`src/inc/rocof_pkg.sv`:
```
// Constants shared by the rate-of-change-of-frequency detector
package rocof_pkg;
  // System clock
  localparam int CLK_HZ = 50_000_000;
  localparam int CLK_PERIOD_NS = 20;
  // Accepted measurement band in mHz, and the period bounds it implies in clock cycles
  localparam int FREQ_MIN_MHZ = 40_000;
  localparam int FREQ_MAX_MHZ = 70_000;
  localparam int PERIOD_MIN_CYC = (CLK_HZ / 70) + 1;
  localparam int PERIOD_MAX_CYC = CLK_HZ / 40;
  localparam int PERIOD_W = 21;
  localparam int FREQ_W = 17;
  // Numerator turning an averaged period in cycles into mHz
  localparam longint FREQ_NUM = longint'(CLK_HZ) * 1000;
  localparam int DIV_W = 36;
  // Run lengths for acceptance and for dropping the frequency
  localparam int VALID_RUN = 4;
  localparam int INVALID_RUN = 4;
  // Five signal periods hold ten zero crossings
  localparam int HIST_PERIODS = 5;
  localparam int HIST_DEPTH = 2 * HIST_PERIODS;
  // Least voltage, in percent of rated
  localparam int VOLT_LIMIT_PCT = 10;
  // Threshold in 0.01 Hz/s, signed
  localparam int THR_W = 11;
  localparam int THR_MIN = -500;
  localparam int THR_MAX = 500;
  localparam int THR_DEFAULT = 50;
  // Delta(mHz) * f(mHz) / DFDT_SCALE gives df/dt in 0.01 Hz/s over five periods
  localparam int DFDT_SCALE = 50_000;
  localparam int PROD_W = 36;
  // Timing
  localparam int MS_NS = 1_000_000;
  localparam int CYCLES_PER_MS = MS_NS / CLK_PERIOD_NS;
  localparam int FILTER_MS = 100;
  localparam int DELAY_W = 14;
  localparam int DELAY_MIN_MS = 200;
  localparam int DELAY_MAX_MS = 10_000;
  localparam int DELAY_DEFAULT_MS = 200;
endpackage

```
`src/hw/rocof_period_meter.sv`:
```
// Zero-crossing period meter and period-to-frequency divider
`timescale 1ns/10ps
module rocof_period_meter #(
  parameter int PERIOD_MIN = rocof_pkg::PERIOD_MIN_CYC,
  parameter int PERIOD_MAX = rocof_pkg::PERIOD_MAX_CYC
) (
  input wire logic i_clk, // System clock
  input wire logic i_srst, // Synchronous reset, high
  input wire logic i_sign, // Voltage sign from the pin, asynchronous
  output logic o_stb, // One-cycle pulse per measurement
  output logic o_valid, // Measurement inside the band
  output logic [rocof_pkg::FREQ_W-1:0] o_freq // Frequency in mHz
);
  localparam int PW = rocof_pkg::PERIOD_W;
  localparam int DW = rocof_pkg::DIV_W;
  localparam logic [PW-1:0] PMIN = PW'(PERIOD_MIN);
  localparam logic [PW-1:0] PMAX = PW'(PERIOD_MAX);
  localparam logic [DW-1:0] NUM = DW'(rocof_pkg::FREQ_NUM);

  logic s1, s2, s3, level, seen_rise, seen_fall, rise_ok, fall_ok, busy;
  logic [PW-1:0] rise_cnt, fall_cnt, rise_per, fall_per, divisor;
  logic [DW:0] rem;
  logic [DW-1:0] quo;
  logic [5:0] bit_idx;

  // Three-stage synchroniser; a change counts once the last two stages agree
  wire settled = (s2 == s3);
  wire rise = settled && s3 && !level;
  wire fall = settled && !s3 && level;
  wire timeout = (rise_cnt >= PMAX) || (fall_cnt >= PMAX);
  wire [PW-1:0] new_rise = rise ? rise_cnt : rise_per;
  wire [PW-1:0] new_fall = fall ? fall_cnt : fall_per;
  // A period exists only from the second edge of a kind; the first edge after reset
  // or a timeout holds a count from an arbitrary start and never makes a measurement
  wire both_seen = (rise_ok || (rise && seen_rise)) && (fall_ok || (fall && seen_fall));
  wire in_band = (new_rise >= PMIN) && (new_rise <= PMAX) && (new_fall >= PMIN)
    && (new_fall <= PMAX);
  wire [PW:0] per_sum = {1'b0, new_rise} + {1'b0, new_fall};
  // Frequency rests on the mean of the rise-to-rise and fall-to-fall periods
  wire [PW-1:0] per_avg = per_sum[PW:1];
  wire crossing = rise || fall;
  wire start_div = crossing && both_seen && in_band;
  wire [DW:0] rem_shift = {rem[DW-1:0], NUM[bit_idx]};
  wire rem_ge = rem_shift >= {{(DW+1-PW){1'b0}}, divisor};

  // Synchroniser and settled level
  always_ff @(posedge i_clk)
  begin
    s1 <= i_sign;
    s2 <= s1;
    s3 <= s2;
    if (i_srst)
      level <= 1'b0;
    else if (settled)
      level <= s3;
  end

  // Separate period counters for rising and falling crossings
  always_ff @(posedge i_clk)
  begin
    if (i_srst || timeout)
    begin
      rise_cnt <= '0;
      fall_cnt <= '0;
      seen_rise <= 1'b0;
      seen_fall <= 1'b0;
      rise_ok <= 1'b0;
      fall_ok <= 1'b0;
    end
    else
    begin
      rise_cnt <= rise ? PW'(1) : rise_cnt + PW'(1);
      fall_cnt <= fall ? PW'(1) : fall_cnt + PW'(1);
      seen_rise <= seen_rise || rise;
      seen_fall <= seen_fall || fall;
      rise_ok <= rise_ok || (rise && seen_rise);
      fall_ok <= fall_ok || (fall && seen_fall);
    end
  end

  always_ff @(posedge i_clk)
  begin
    if (i_srst)
    begin
      rise_per <= '0;
      fall_per <= '0;
    end
    else
    begin
      rise_per <= new_rise;
      fall_per <= new_fall;
    end
  end

  // Restoring divider, one quotient bit per clock; crossings are far slower than this
  always_ff @(posedge i_clk)
  begin
    if (i_srst)
    begin
      busy <= 1'b0;
      rem <= '0;
      quo <= '0;
      bit_idx <= '0;
      divisor <= PMAX;
    end
    else if (start_div)
    begin
      busy <= 1'b1; // An in-band crossing mid-division restarts it with fresher data
      rem <= '0;
      quo <= '0;
      bit_idx <= 6'(DW - 1);
      divisor <= per_avg;
    end
    else if (busy)
    begin
      rem <= rem_ge ? rem_shift - {{(DW+1-PW){1'b0}}, divisor} : rem_shift;
      quo <= {quo[DW-2:0], rem_ge};
      bit_idx <= bit_idx - 6'd1;
      busy <= (bit_idx != 6'd0);
    end
  end

  // Result strobe: a finished division, or an invalid crossing or a lost signal
  always_ff @(posedge i_clk)
  begin
    if (i_srst)
    begin
      o_stb <= 1'b0;
      o_valid <= 1'b0;
      o_freq <= '0;
    end
    else
    begin
      o_stb <= (busy && bit_idx == 6'd0 && !start_div) || (crossing && !start_div) || timeout;
      o_valid <= busy && bit_idx == 6'd0 && !start_div;
      if (busy && bit_idx == 6'd0 && !start_div)
        o_freq <= {quo[rocof_pkg::FREQ_W-2:0], rem_ge};
    end
  end
endmodule // rocof_period_meter

```
`src/hw/rocof_protection_detector.sv`:
```
// Rate-of-change-of-frequency protection detector, top level
`timescale 1ns/10ps
module rocof_protection_detector #(
  parameter int CYCLES_PER_MS = rocof_pkg::CYCLES_PER_MS,
  parameter int PERIOD_MIN = rocof_pkg::PERIOD_MIN_CYC,
  parameter int PERIOD_MAX = rocof_pkg::PERIOD_MAX_CYC
) (
  input wire logic I_SYS_CLK, // System clock, 50 MHz
  input wire logic I_SRST, // Synchronous reset, high
  input wire logic I_VOLT_SIGN, // Sign of the monitored voltage, asynchronous
  input wire logic [15:0] I_VOLT_RMS, // Present voltage magnitude
  input wire logic [15:0] I_VOLT_RATED, // Rated voltage, same scale
  input wire logic I_OPERATION_ON, // Function enable
  input wire logic I_START_ONLY, // Start signal only
  input wire logic signed [rocof_pkg::THR_W-1:0] I_ROCOF_THRESHOLD, // 0.01 Hz/s
  input wire logic [rocof_pkg::DELAY_W-1:0] I_TIME_DELAY_MS, // Trip delay in ms
  input wire logic I_ROCOF_BLOCK_IN, // Blocking input
  output logic O_ROCOF_GENERAL_START, // General start
  output logic O_ROCOF_GENERAL_TRIP, // General trip
  output logic O_START_EVENT, // Pulse on each start change
  output logic O_TRIP_EVENT, // Pulse on each trip change
  output logic [rocof_pkg::FREQ_W-1:0] O_FREQ_MHZ, // Held frequency in mHz
  output logic O_FREQ_ACCEPTED // Frequency accepted
);
  localparam int FW = rocof_pkg::FREQ_W;
  localparam int PRW = rocof_pkg::PROD_W;
  localparam int DLW = rocof_pkg::DELAY_W;
  localparam int TW = rocof_pkg::THR_W;
  localparam int HD = rocof_pkg::HIST_DEPTH;
  localparam logic [2:0] VALID_RUN = 3'(rocof_pkg::VALID_RUN);
  localparam logic [2:0] INVALID_RUN = 3'(rocof_pkg::INVALID_RUN);
  localparam logic [3:0] HIST_FULL = 4'(HD);
  localparam logic signed [TW-1:0] THR_LO = TW'(rocof_pkg::THR_MIN);
  localparam logic signed [TW-1:0] THR_HI = TW'(rocof_pkg::THR_MAX);
  localparam logic signed [PRW-1:0] SCALE = PRW'(rocof_pkg::DFDT_SCALE);
  localparam logic [DLW-1:0] DLY_LO = DLW'(rocof_pkg::DELAY_MIN_MS);
  localparam logic [DLW-1:0] DLY_HI = DLW'(rocof_pkg::DELAY_MAX_MS);
  localparam logic [DLW-1:0] FILTER = DLW'(rocof_pkg::FILTER_MS);
  localparam logic [31:0] MS_LAST = 32'(CYCLES_PER_MS - 1);
  localparam logic [31:0] PCT = 32'(rocof_pkg::VOLT_LIMIT_PCT);

  logic m_stb, m_valid;
  logic [FW-1:0] m_freq;
  logic [2:0] valid_run, invalid_run;
  logic accepted;
  logic [FW-1:0] freq_held;
  logic [FW-1:0] hist [HD];
  logic [3:0] hist_fill;
  logic exceed;
  logic [31:0] ms_div;
  logic [DLW-1:0] fault_ms;

  // Zero-crossing period measurement and conversion to mHz
  rocof_period_meter #(
    .PERIOD_MIN(PERIOD_MIN),
    .PERIOD_MAX(PERIOD_MAX)
  ) u_meter (
    .i_clk(I_SYS_CLK),
    .i_srst(I_SRST),
    .i_sign(I_VOLT_SIGN),
    .o_stb(m_stb),
    .o_valid(m_valid),
    .o_freq(m_freq)
  );

  // Run bookkeeping for acceptance and drop-out
  wire [2:0] valid_inc = (valid_run == VALID_RUN) ? valid_run : valid_run + 3'd1;
  wire [2:0] invalid_inc = (invalid_run == INVALID_RUN) ? invalid_run : invalid_run + 3'd1;
  wire now_accepted = (valid_inc == VALID_RUN);
  wire now_dropped = (invalid_inc == INVALID_RUN);

  // Settings clamped to their legal ranges, so an out-of-range value cannot misbehave
  wire signed [TW-1:0] thr = (I_ROCOF_THRESHOLD < THR_LO) ? THR_LO :
    (I_ROCOF_THRESHOLD > THR_HI) ? THR_HI : I_ROCOF_THRESHOLD;
  wire [DLW-1:0] delay_ms = (I_TIME_DELAY_MS < DLY_LO) ? DLY_LO :
    (I_TIME_DELAY_MS > DLY_HI) ? DLY_HI : I_TIME_DELAY_MS;

  // Voltage above ten percent of rated: rms*100 > rated*pct, no divide needed
  wire [31:0] volt_scaled = {16'h0000, I_VOLT_RMS} * 32'h0000_0064;
  wire [31:0] rated_scaled = {16'h0000, I_VOLT_RATED} * PCT;
  wire volt_ok = volt_scaled > rated_scaled;

  // Change over five periods, scaled by frequency to give Hz/s; compared against
  // threshold*scale so the datapath never divides
  wire signed [FW:0] delta = $signed({1'b0, m_freq}) - $signed({1'b0, hist[HD-1]});
  wire signed [PRW-1:0] prod = PRW'(delta) * $signed(PRW'({1'b0, m_freq}));
  wire signed [PRW-1:0] thr_scaled = PRW'(thr) * SCALE;
  // A negative setting operates on a falling frequency below it
  wire over = (thr >= 0) ? (prod > thr_scaled) : (prod < thr_scaled);
  wire eval_ok = m_valid && accepted && (hist_fill == HIST_FULL);

  // Fault condition: enabled, unblocked, frequency good, voltage high, slope beyond setting
  wire raw_fault = I_OPERATION_ON && !I_ROCOF_BLOCK_IN && accepted && volt_ok
    && exceed;
  wire ms_tick = raw_fault && (ms_div == MS_LAST);
  wire next_start = raw_fault && (fault_ms >= FILTER);
  // Same timer serves filter and trip delay, so the delay runs from fault onset
  wire next_trip = next_start && !I_START_ONLY && (fault_ms >= delay_ms);

  // Valid and invalid run counters
  always_ff @(posedge I_SYS_CLK)
  begin
    if (I_SRST)
    begin
      valid_run <= '0;
      invalid_run <= '0;
    end
    else if (m_stb)
    begin
      valid_run <= m_valid ? valid_inc : 3'd0;
      invalid_run <= m_valid ? 3'd0 : invalid_inc;
    end
  end

  // Held frequency and its acceptance flag
  always_ff @(posedge I_SYS_CLK)
  begin
    if (I_SRST)
    begin
      accepted <= 1'b0;
      freq_held <= '0;
    end
    else if (m_stb && m_valid)
    begin
      freq_held <= m_freq;
      accepted <= accepted || now_accepted;
    end
    else if (m_stb && now_dropped)
    begin
      freq_held <= '0;
      accepted <= 1'b0;
    end
  end

  // Frequency history, one entry per crossing; an invalid crossing empties it
  generate
    for (genvar i = 0; i < HD; i++)
    begin : g_hist
      always_ff @(posedge I_SYS_CLK)
      begin
        if (I_SRST)
          hist[i] <= '0;
        else if (m_stb && m_valid)
          hist[i] <= (i == 0) ? m_freq : hist[(i == 0) ? 0 : i - 1];
      end
    end
  endgenerate

  always_ff @(posedge I_SYS_CLK)
  begin
    if (I_SRST)
      hist_fill <= '0;
    else if (m_stb)
      hist_fill <= !m_valid ? 4'd0 : (hist_fill == HIST_FULL) ? hist_fill : hist_fill + 4'd1;
  end

  // Comparator result, refreshed at each crossing and cleared when frequency is lost
  always_ff @(posedge I_SYS_CLK)
  begin
    if (I_SRST || !accepted)
      exceed <= 1'b0;
    else if (m_stb)
      exceed <= eval_ok && over;
  end

  // Millisecond prescaler and fault timer, both restart whenever the fault goes away
  always_ff @(posedge I_SYS_CLK)
  begin
    if (I_SRST || !raw_fault)
    begin
      ms_div <= '0;
      fault_ms <= '0;
    end
    else
    begin
      ms_div <= ms_tick ? 32'h0000_0000 : ms_div + 32'h0000_0001;
      if (ms_tick && fault_ms != DLY_HI)
        fault_ms <= fault_ms + 14'h0001;
    end
  end

  // Registered outputs and change events
  always_ff @(posedge I_SYS_CLK)
  begin
    if (I_SRST)
    begin
      O_ROCOF_GENERAL_START <= 1'b0;
      O_ROCOF_GENERAL_TRIP <= 1'b0;
      O_START_EVENT <= 1'b0;
      O_TRIP_EVENT <= 1'b0;
      O_FREQ_MHZ <= '0;
      O_FREQ_ACCEPTED <= 1'b0;
    end
    else
    begin
      O_ROCOF_GENERAL_START <= next_start;
      O_ROCOF_GENERAL_TRIP <= next_trip;
      O_START_EVENT <= next_start != O_ROCOF_GENERAL_START;
      O_TRIP_EVENT <= next_trip != O_ROCOF_GENERAL_TRIP;
      O_FREQ_MHZ <= freq_held;
      O_FREQ_ACCEPTED <= accepted;
    end
  end
endmodule // rocof_protection_detector

```
`config.mk`:
```
export PLATFORM = sky130hd
export DESIGN_NAME = rocof_protection_detector
export DESIGN_NICKNAME = d
export VERILOG_FILES = /design/src/inc/rocof_pkg.sv /design/src/hw/rocof_period_meter.sv /design/src/hw/rocof_protection_detector.sv
export SDC_FILE = /design/constraint.sdc
export NUM_CORES = 2
export LEC_CHECK = 0
export ABC_AREA = 1
export BUFFER_PORTS_ARGS = -buffer_cell sky130_fd_sc_hd__buf_4
export CAP_MARGIN = 20
export CORE_MARGIN = 10
export CORE_UTILIZATION = 60
export CTS_CLUSTER_DIAMETER = 30
export DETAILED_ROUTE_END_ITERATION = 12
export GPL_TIMING_DRIVEN = 0
export PLACE_DENSITY = 0.85
export SETUP_SLACK_MARGIN = 0.1
export SLEW_MARGIN = 0
export SYNTH_ARGS = -nofsm -noshare
export SYNTH_HDL_FRONTEND = slang
export SYNTH_SLANG_ARGS = --single-unit
```
`constraint.sdc`:
```
create_clock -name I_SYS_CLK -period 9.6 [get_ports I_SYS_CLK]
set_input_delay 0.96 -clock I_SYS_CLK [delete_from_list [all_inputs] [get_ports I_SYS_CLK]]
set_output_delay 0.96 -clock I_SYS_CLK [all_outputs]
set_load 0.01 [all_outputs]
```
* Word-level counts from Yosys, hierarchy flattened
Memories as Yosys holds them, arrays and structs flattened. Cells that the tools add are included.
Storage, ports and cells: flip-flop bits (word level) 288, RAM bits 170, bits of input ports 63, logic and storage cells 190, output and inout bits 22, ROM bits 64, memories 2
Operators by class: reduce and logical (&&, ||, !) cells 57, $add $sub $neg 11, multipliers 4, bitwise operators 10, $lt $le $gt $ge 18, eq/ne operators 11, muxes and demuxes 40
Memory list:
- hist | words 10, bits a word 17, read ports 10, clocked after Yosys merged registers in 0, wr ports 10, line rocof_protection_detector.sv:47 | logic [FW-1:0] hist [HD];
- (no name shown) | words 64, bits a word 1, read ports 1, clocked after Yosys merged registers in 0, wr ports 0, line rocof_period_meter.sv:43 | wire [DW:0] rem_shift = {rem[DW-1:0], NUM[bit_idx]};
Operator list (count):
- two-way mux 17 bit | 12
- adder 21 x 1 -> 21 bit, second input constant | 2
- greater-or-equal comparator 21 x 20 -> 1 bit, second input constant | 2
- greater-or-equal comparator 21 bit, second input constant | 2
- <= comparator 21 bit, second input constant | 2
- two-way mux 21 bit | 2
- greater-or-equal comparator 37 x 21 -> 1 bit | 1
- greater-than comparator 36 x 28 -> 1 bit | 1
- < comparator 36 x 28 -> 1 bit | 1
- multiplier 18 x 18 -> 36 bit | 1
- two-way mux 36 bit | 1
- subtractor 36 x 21 -> 36 bit | 1
- adder 32 x 1 -> 32 bit, second input constant | 1
- equality test 32 x 16 -> 1 bit, second input constant | 1
- logical AND 1 bit | 29
- two-way mux 14 bit | 2
- multiplier 11 x 13 -> 24 bit, second input constant | 1
- greater-than comparator 23 x 20 -> 1 bit | 1
- adder 21 x 21 -> 22 bit | 1
- two-way mux 11 bit | 2
- multiplier 16 x 5 -> 21 bit, second input constant | 1
- multiplier 16 x 3 -> 19 bit, second input constant | 1
- subtractor 17 x 17 -> 18 bit | 1
- adder 14 x 1 -> 14 bit, second input constant | 1
- other kinds (29) | 81

* Longest topological paths before layout
depth after elaboration 13, mapped depth 54, mapped depth without buffers 50

* By module
From an unflattened synthesis, not the netlist that was laid out.
Unflattened totals: cells, all modules 5395, area, all modules 41571.1 µm²
Modules (own cells, without submodules):
- rocof_protection_detector | cells each 3548, area each 29773.6 µm², seq. area each 7046.8 µm², instances 1
- rocof_period_meter | cells each 1847, area each 11797.6 µm², seq. area each 3823.7 µm², instances 1

* Worst setup path after synthesis
Ideal clock, no wire load.
kind reg2reg, start reg u_meter.o_freq[0] (netlist name), end reg exceed, library setup time 0.076 ns, path buffers 3, required time 9.524 ns, slack 0.854 ns, arrival time 8.670 ns, clock period less this slack 8.746 ns, cell stages (with the launch flop) 49, cells stage by stage dfxtp_1 > clkbuf_1 > inv_1 > clkbuf_1 > ha_1 > fa_1 > nand3b_1 > nand2_1 > a21oi_1 > nor3_1 > o21ai_1 > nand2_1 > clkbuf_1 > nor2_1 > fa_1 > inv_1 > fa_1 > fa_1 > (+13 left out) > nand2_1 > nand2_1 > o21ai_0 > nand2_1 > nand2_1 > ha_1 > nand2_1 > nor2_1 > inv_1 > nor3_1 > nand2_1 > nand2_1 > nand2_1 > nand2_1 > nand2_1 > nand2_1 > nand3_1 > a21boi_0
Between the ends: cells in the longest elaborated chain, start to end 5, elaborated cells between the ends (all ways) 6, those cells by class 1 x add/sub; 1 x mul; 2 x order compare; 1 x mux; 1 x reduce/logical
Ends and longest elaborated chain:
- from (decl) | line rocof_period_meter.sv:12 | output logic [rocof_pkg::FREQ_W-1:0] o_freq
- from (signal assigned) | line rocof_period_meter.sv:137 | o_freq <= {quo[rocof_pkg::FREQ_W-2:0], rem_ge};
- subtractor 17 x 17 -> 18 bit | line rocof_protection_detector.sv:85 | wire signed [FW:0] delta = $signed({1'b0, m_freq}) - $signed({1'b0, hist[HD-1]});
- multiplier 18 x 18 -> 36 bit (*) | line rocof_protection_detector.sv:86 | wire signed [PRW-1:0] prod = PRW'(delta) * $signed(PRW'({1'b0, m_freq}));
- < comparator 36 x 28 -> 1 bit / greater-than comparator 36 x 28 -> 1 bit (equally long branches) | line rocof_protection_detector.sv:89 | wire over = (thr >= 0) ? (prod > thr_scaled) : (prod < thr_scaled);
- two-way mux 1 bit (*) | line rocof_protection_detector.sv:89
- logical AND 1 bit (*) | line rocof_protection_detector.sv:163 | exceed <= eval_ok && over;
- to (signal assigned) | line rocof_protection_detector.sv:163
- to (decl) | line rocof_protection_detector.sv:49 | logic exceed;
Mark *: on every way between the ends. The rest lies on a longest branch, timed or not. A chain may end at the register's enable or synchronous reset.

* Final worst setup path
Same ends and word-level chain as after synthesis.

==> impl_results.md <==
- Initial Utilization: 60.7%
- F_max: 0.107 GHz
- R2R Path Start: u_meter.o_freq[0]
- Height of the die: 281 µm
- Multiplexer share of the synthesized area: 0%
- First-pass GRT wire length: 173000 µm
- Critical path's slowest cell: fa_1
- Reg-to-Reg End: exceed
- Die width: 281 µm
- Critical path class: reg -> reg
- IO Port Bufs: 83
- Vias: 35700
- CP most frequent cell: nand2_1
- Clk pin slew, worst setup/hold paths: 60 ps
- Routed len/inst: 16.8 µm
- Register bit total from synthesis: 458
- Area contributors post-synth: fa_1 17%, dfxtp_1 14%, edfxtp_1 12%, ha_1 12%, inv_1 11%
- Final Hold Slack: 335 ps
- CTS tree: done
- Met3 wire len: 8200 µm
- Final Wtd Congestion: 0.995
- R2R depth: 49
- GRT Total Usage: 26.7%
- Inserted Clock Buffers: 77
- Post-synth EDFFs: 170
- Clock buffer depth: 3
- Cell family with most CP delay: adder cells
- Worst-skew pair later-pin latency: 630 ps
- Unique masters post-synth: 54
- Number of DRC markers in iteration 0: 3057
- Top cells by count, synth: 1149 x inv_1, 826 x nand2_1, 745 x nor2_1
- Hold path depth: 0
- Worst Skew: 44.0 ps
- R2R setup slack: 290 ps
- Tcrit/Tclk final: 97.0%
- Post-synthesis cell area: 40800 µm²
- HP Class: reg -> reg
- Top-count cell post-synth: inv_1
- Metal2 WL: 52900 µm
- Rows: 95
- Core area: 67300 µm²
- Vias in the first global route: 36000
- Metal-1 WL: 41100 µm
- Post-route ant nets: 0
- Yosys Warn Count: 0
- Clock root cell: clkbuf_16
- Vias/cell: 5.56
- Htree depth: 3
- Largest net degree at the start of global routing: 75
- Ports: 85
- CP endpoint kind: register
- Ys async rst share: 0%
- Pwr dens: 136 nW/µm²
- Wire length after detailed routing: 108000 µm
- Top layer in use: met5
- Slew headroom: 32.0%
- Worst-Margin Slew: 1020 ps
- Hold path start: u_meter.s1
- Critical path peak fanout: 8
- Fillcell total: 5099
- Tmin final: 9310 ps
- DRC violation count after routing: 1
- Register area share after synthesis: 26.6%
- Synth Area in Adders: 28.7%
- Avg Inst Size Synth: 7.72 µm²
- Remaining Overflow, GRT: 0
- Main synth FF type: dfxtp_1
- Outcome: finished, violations left
- Share of cells above drive strength 1: 8.53%
- Worst VDD drop: 0.236 mV
- CP Launch Type: register
- Synth Area in XOR/XNOR: 3.86%
- Syn-to-layout area delta: 13.4%
- Syn Inst Count: 5294
- Post-Synth Simple-Gate Area: 20.6%
- Area of the multi-input gates: 25600 µm²
- Setup violators final: 0
- Critical Path RT: 10140 ps
- Largest family of logic cells by synthesized area: adder cells
- Cell taking the most area after synthesis: fa_1
- Drt pass-1 iters: 12
- Die area: 78900 µm²
- # diodes: 0
- Clk sinks: 458
- Max-cap violations: 0
- Antenna violations before repair: 1
- Failing checks: design-rule violations
- Lkg Pwr: 22.6 nW
- Crit path buf inv count: 10
- Hold Path Sink: u_meter.s2
- Compound-Gate Fraction of Synth Area: 8.10%
- Hold Vio Cnt, Final: 0
- Register Area: 10900 µm²
- Detailed Place HPWL: 81200 µm
- Mapped Nets: 6087
- Top-area cell type share of the netlist area: 17.0%
- Final nets: 6284
- Worst path max stage delay: 560 ps
- Crit path DAT: 9850 ps
- Pins Over Slew Limit: 0
- Setup_tns: 0 ps
==> metal layers <==
layer  GRT usage, %  vias to the layer above
li1               -                    16900
met1           31.4                    16800
met2           46.9                     1535
met3           4.10                      440
met4           13.4                        2
met5              0                        -
==> sequential cells by signal, indices dropped and copies added (netlist names), 21 cells and up <==
signal            cells
u_meter.divisor      21
hist                170
u_meter.rise_cnt     21
u_meter.fall_cnt     21
u_meter.rem          36
ms_div               32
u_meter.fall_per     21
u_meter.rise_per     21
==> timing repair <==
item / in CTS / in global routing
hold buffers: 0 / 0
endpoints found under the setup margin: 1 / 1
cloned: 0 / 1
gates resized for setup: 85 / 99
pin swaps: 4 / 29
buffers inserted: 8 / 28
hold endpoints to repair: 0 / 0
==> final cells by class <==
class / count / area share (%)
Buffer: 124 / 1.41
Clock buffer: 82 / 4.34
Clock inverter: 62 / 1.49
Inverter: 1170 / 9.53
Multi-Input combinational cell: 3539 / 55.3
Sequential cell: 458 / 23.5
Tap cell: 873 / 2.36
Timing Repair Buffer: 121 / 2.10
==> how the worst max path moves through the flow <==
stage	slack, ps	startpoint	end	depth (start not counted)
final	290	u_meter.o_freq[0]	exceed	49
after global routing	-100	u_meter.o_freq[0]	exceed	49
after CTS	110	u_meter.o_freq[0]	exceed	49
after detailed placement	-2160	u_meter.o_freq[0]	exceed	46
after global placement	-1900	u_meter.o_freq[0]	exceed	46
after floorplan	850	u_meter.o_freq[0]	exceed	48
==> metrics by stage <==
| stage | std cells | setup slack (ps) | total power [W] | util [%] | area, µm² |
|---|---|---|---|---|---|
| 2_1_floorplan | 5294 | 854 | 0.00319 | - | 40800 |
| 3_3_place_gp | 6250 | -1900 | 0.00347 | 63.3 | 42600 |
| 3_5_place_dp | 6252 | -2160 | 0.00352 | 63.4 | 42600 |
| 4_1_cts | 6401 | 112 | 0.00630 | 67.9 | 45700 |
| 5_1_grt | 6429 | -104 | 0.00663 | 68.8 | 46300 |
| 6_report | 6429 | 288 | 0.00630 | 68.8 | 46300 |
==> cells by family after synthesis <==
group	Yosys count
fa+ha+maj	730
buf+inv	1298
flops	458
simple gates	2029
compound gates	599
xor+xnor	180
==> worst reg2reg max path, delay by kind of cell, from the launching register on <==
kind / cells / cell delay [ps]
compound gates: 6 / 920
fa+ha+maj: 10 / 4180
buf+inv: 10 / 1130
flops: 1 / 380
simple gates: 23 / 2590
==> where the power goes <==
group / total (W) / leakage (nW) / switching, W / internal (W)
registers: 0.00206 / 4.08 / 0.0000127 / 0.00205
logic: 0.00146 / 17.2 / 0.000895 / 0.000560
clock network: 0.00278 / 1.29 / 0.00111 / 0.00167
total: 0.00630 / 22.6 / 0.00202 / 0.00428
==> layout by cell type (no fill, tap or decap), drive strengths merged, types with 5 or more instances in the layout <==
cell type  instances
xnor2             65
nand2            829
fa               346
or2               25
a31o              17
nand3b            11
a21o               8
clkinv            39
a21oi            296
xor2             115
dfxtp            288
and2              10
edfxtp           170
o21a               5
o31ai              6
a21boi             8
o21bai            11
nand4             68
nor2             748
a211oi             6
ha               384
buf              167
nor4              28
o211ai            10
inv             1178
clkinvlp          12
nand3            202
clkbuf           160
nor3             101
and3               5
o21ai            208
a31oi             10
Power figures use the tool's default switching activity.
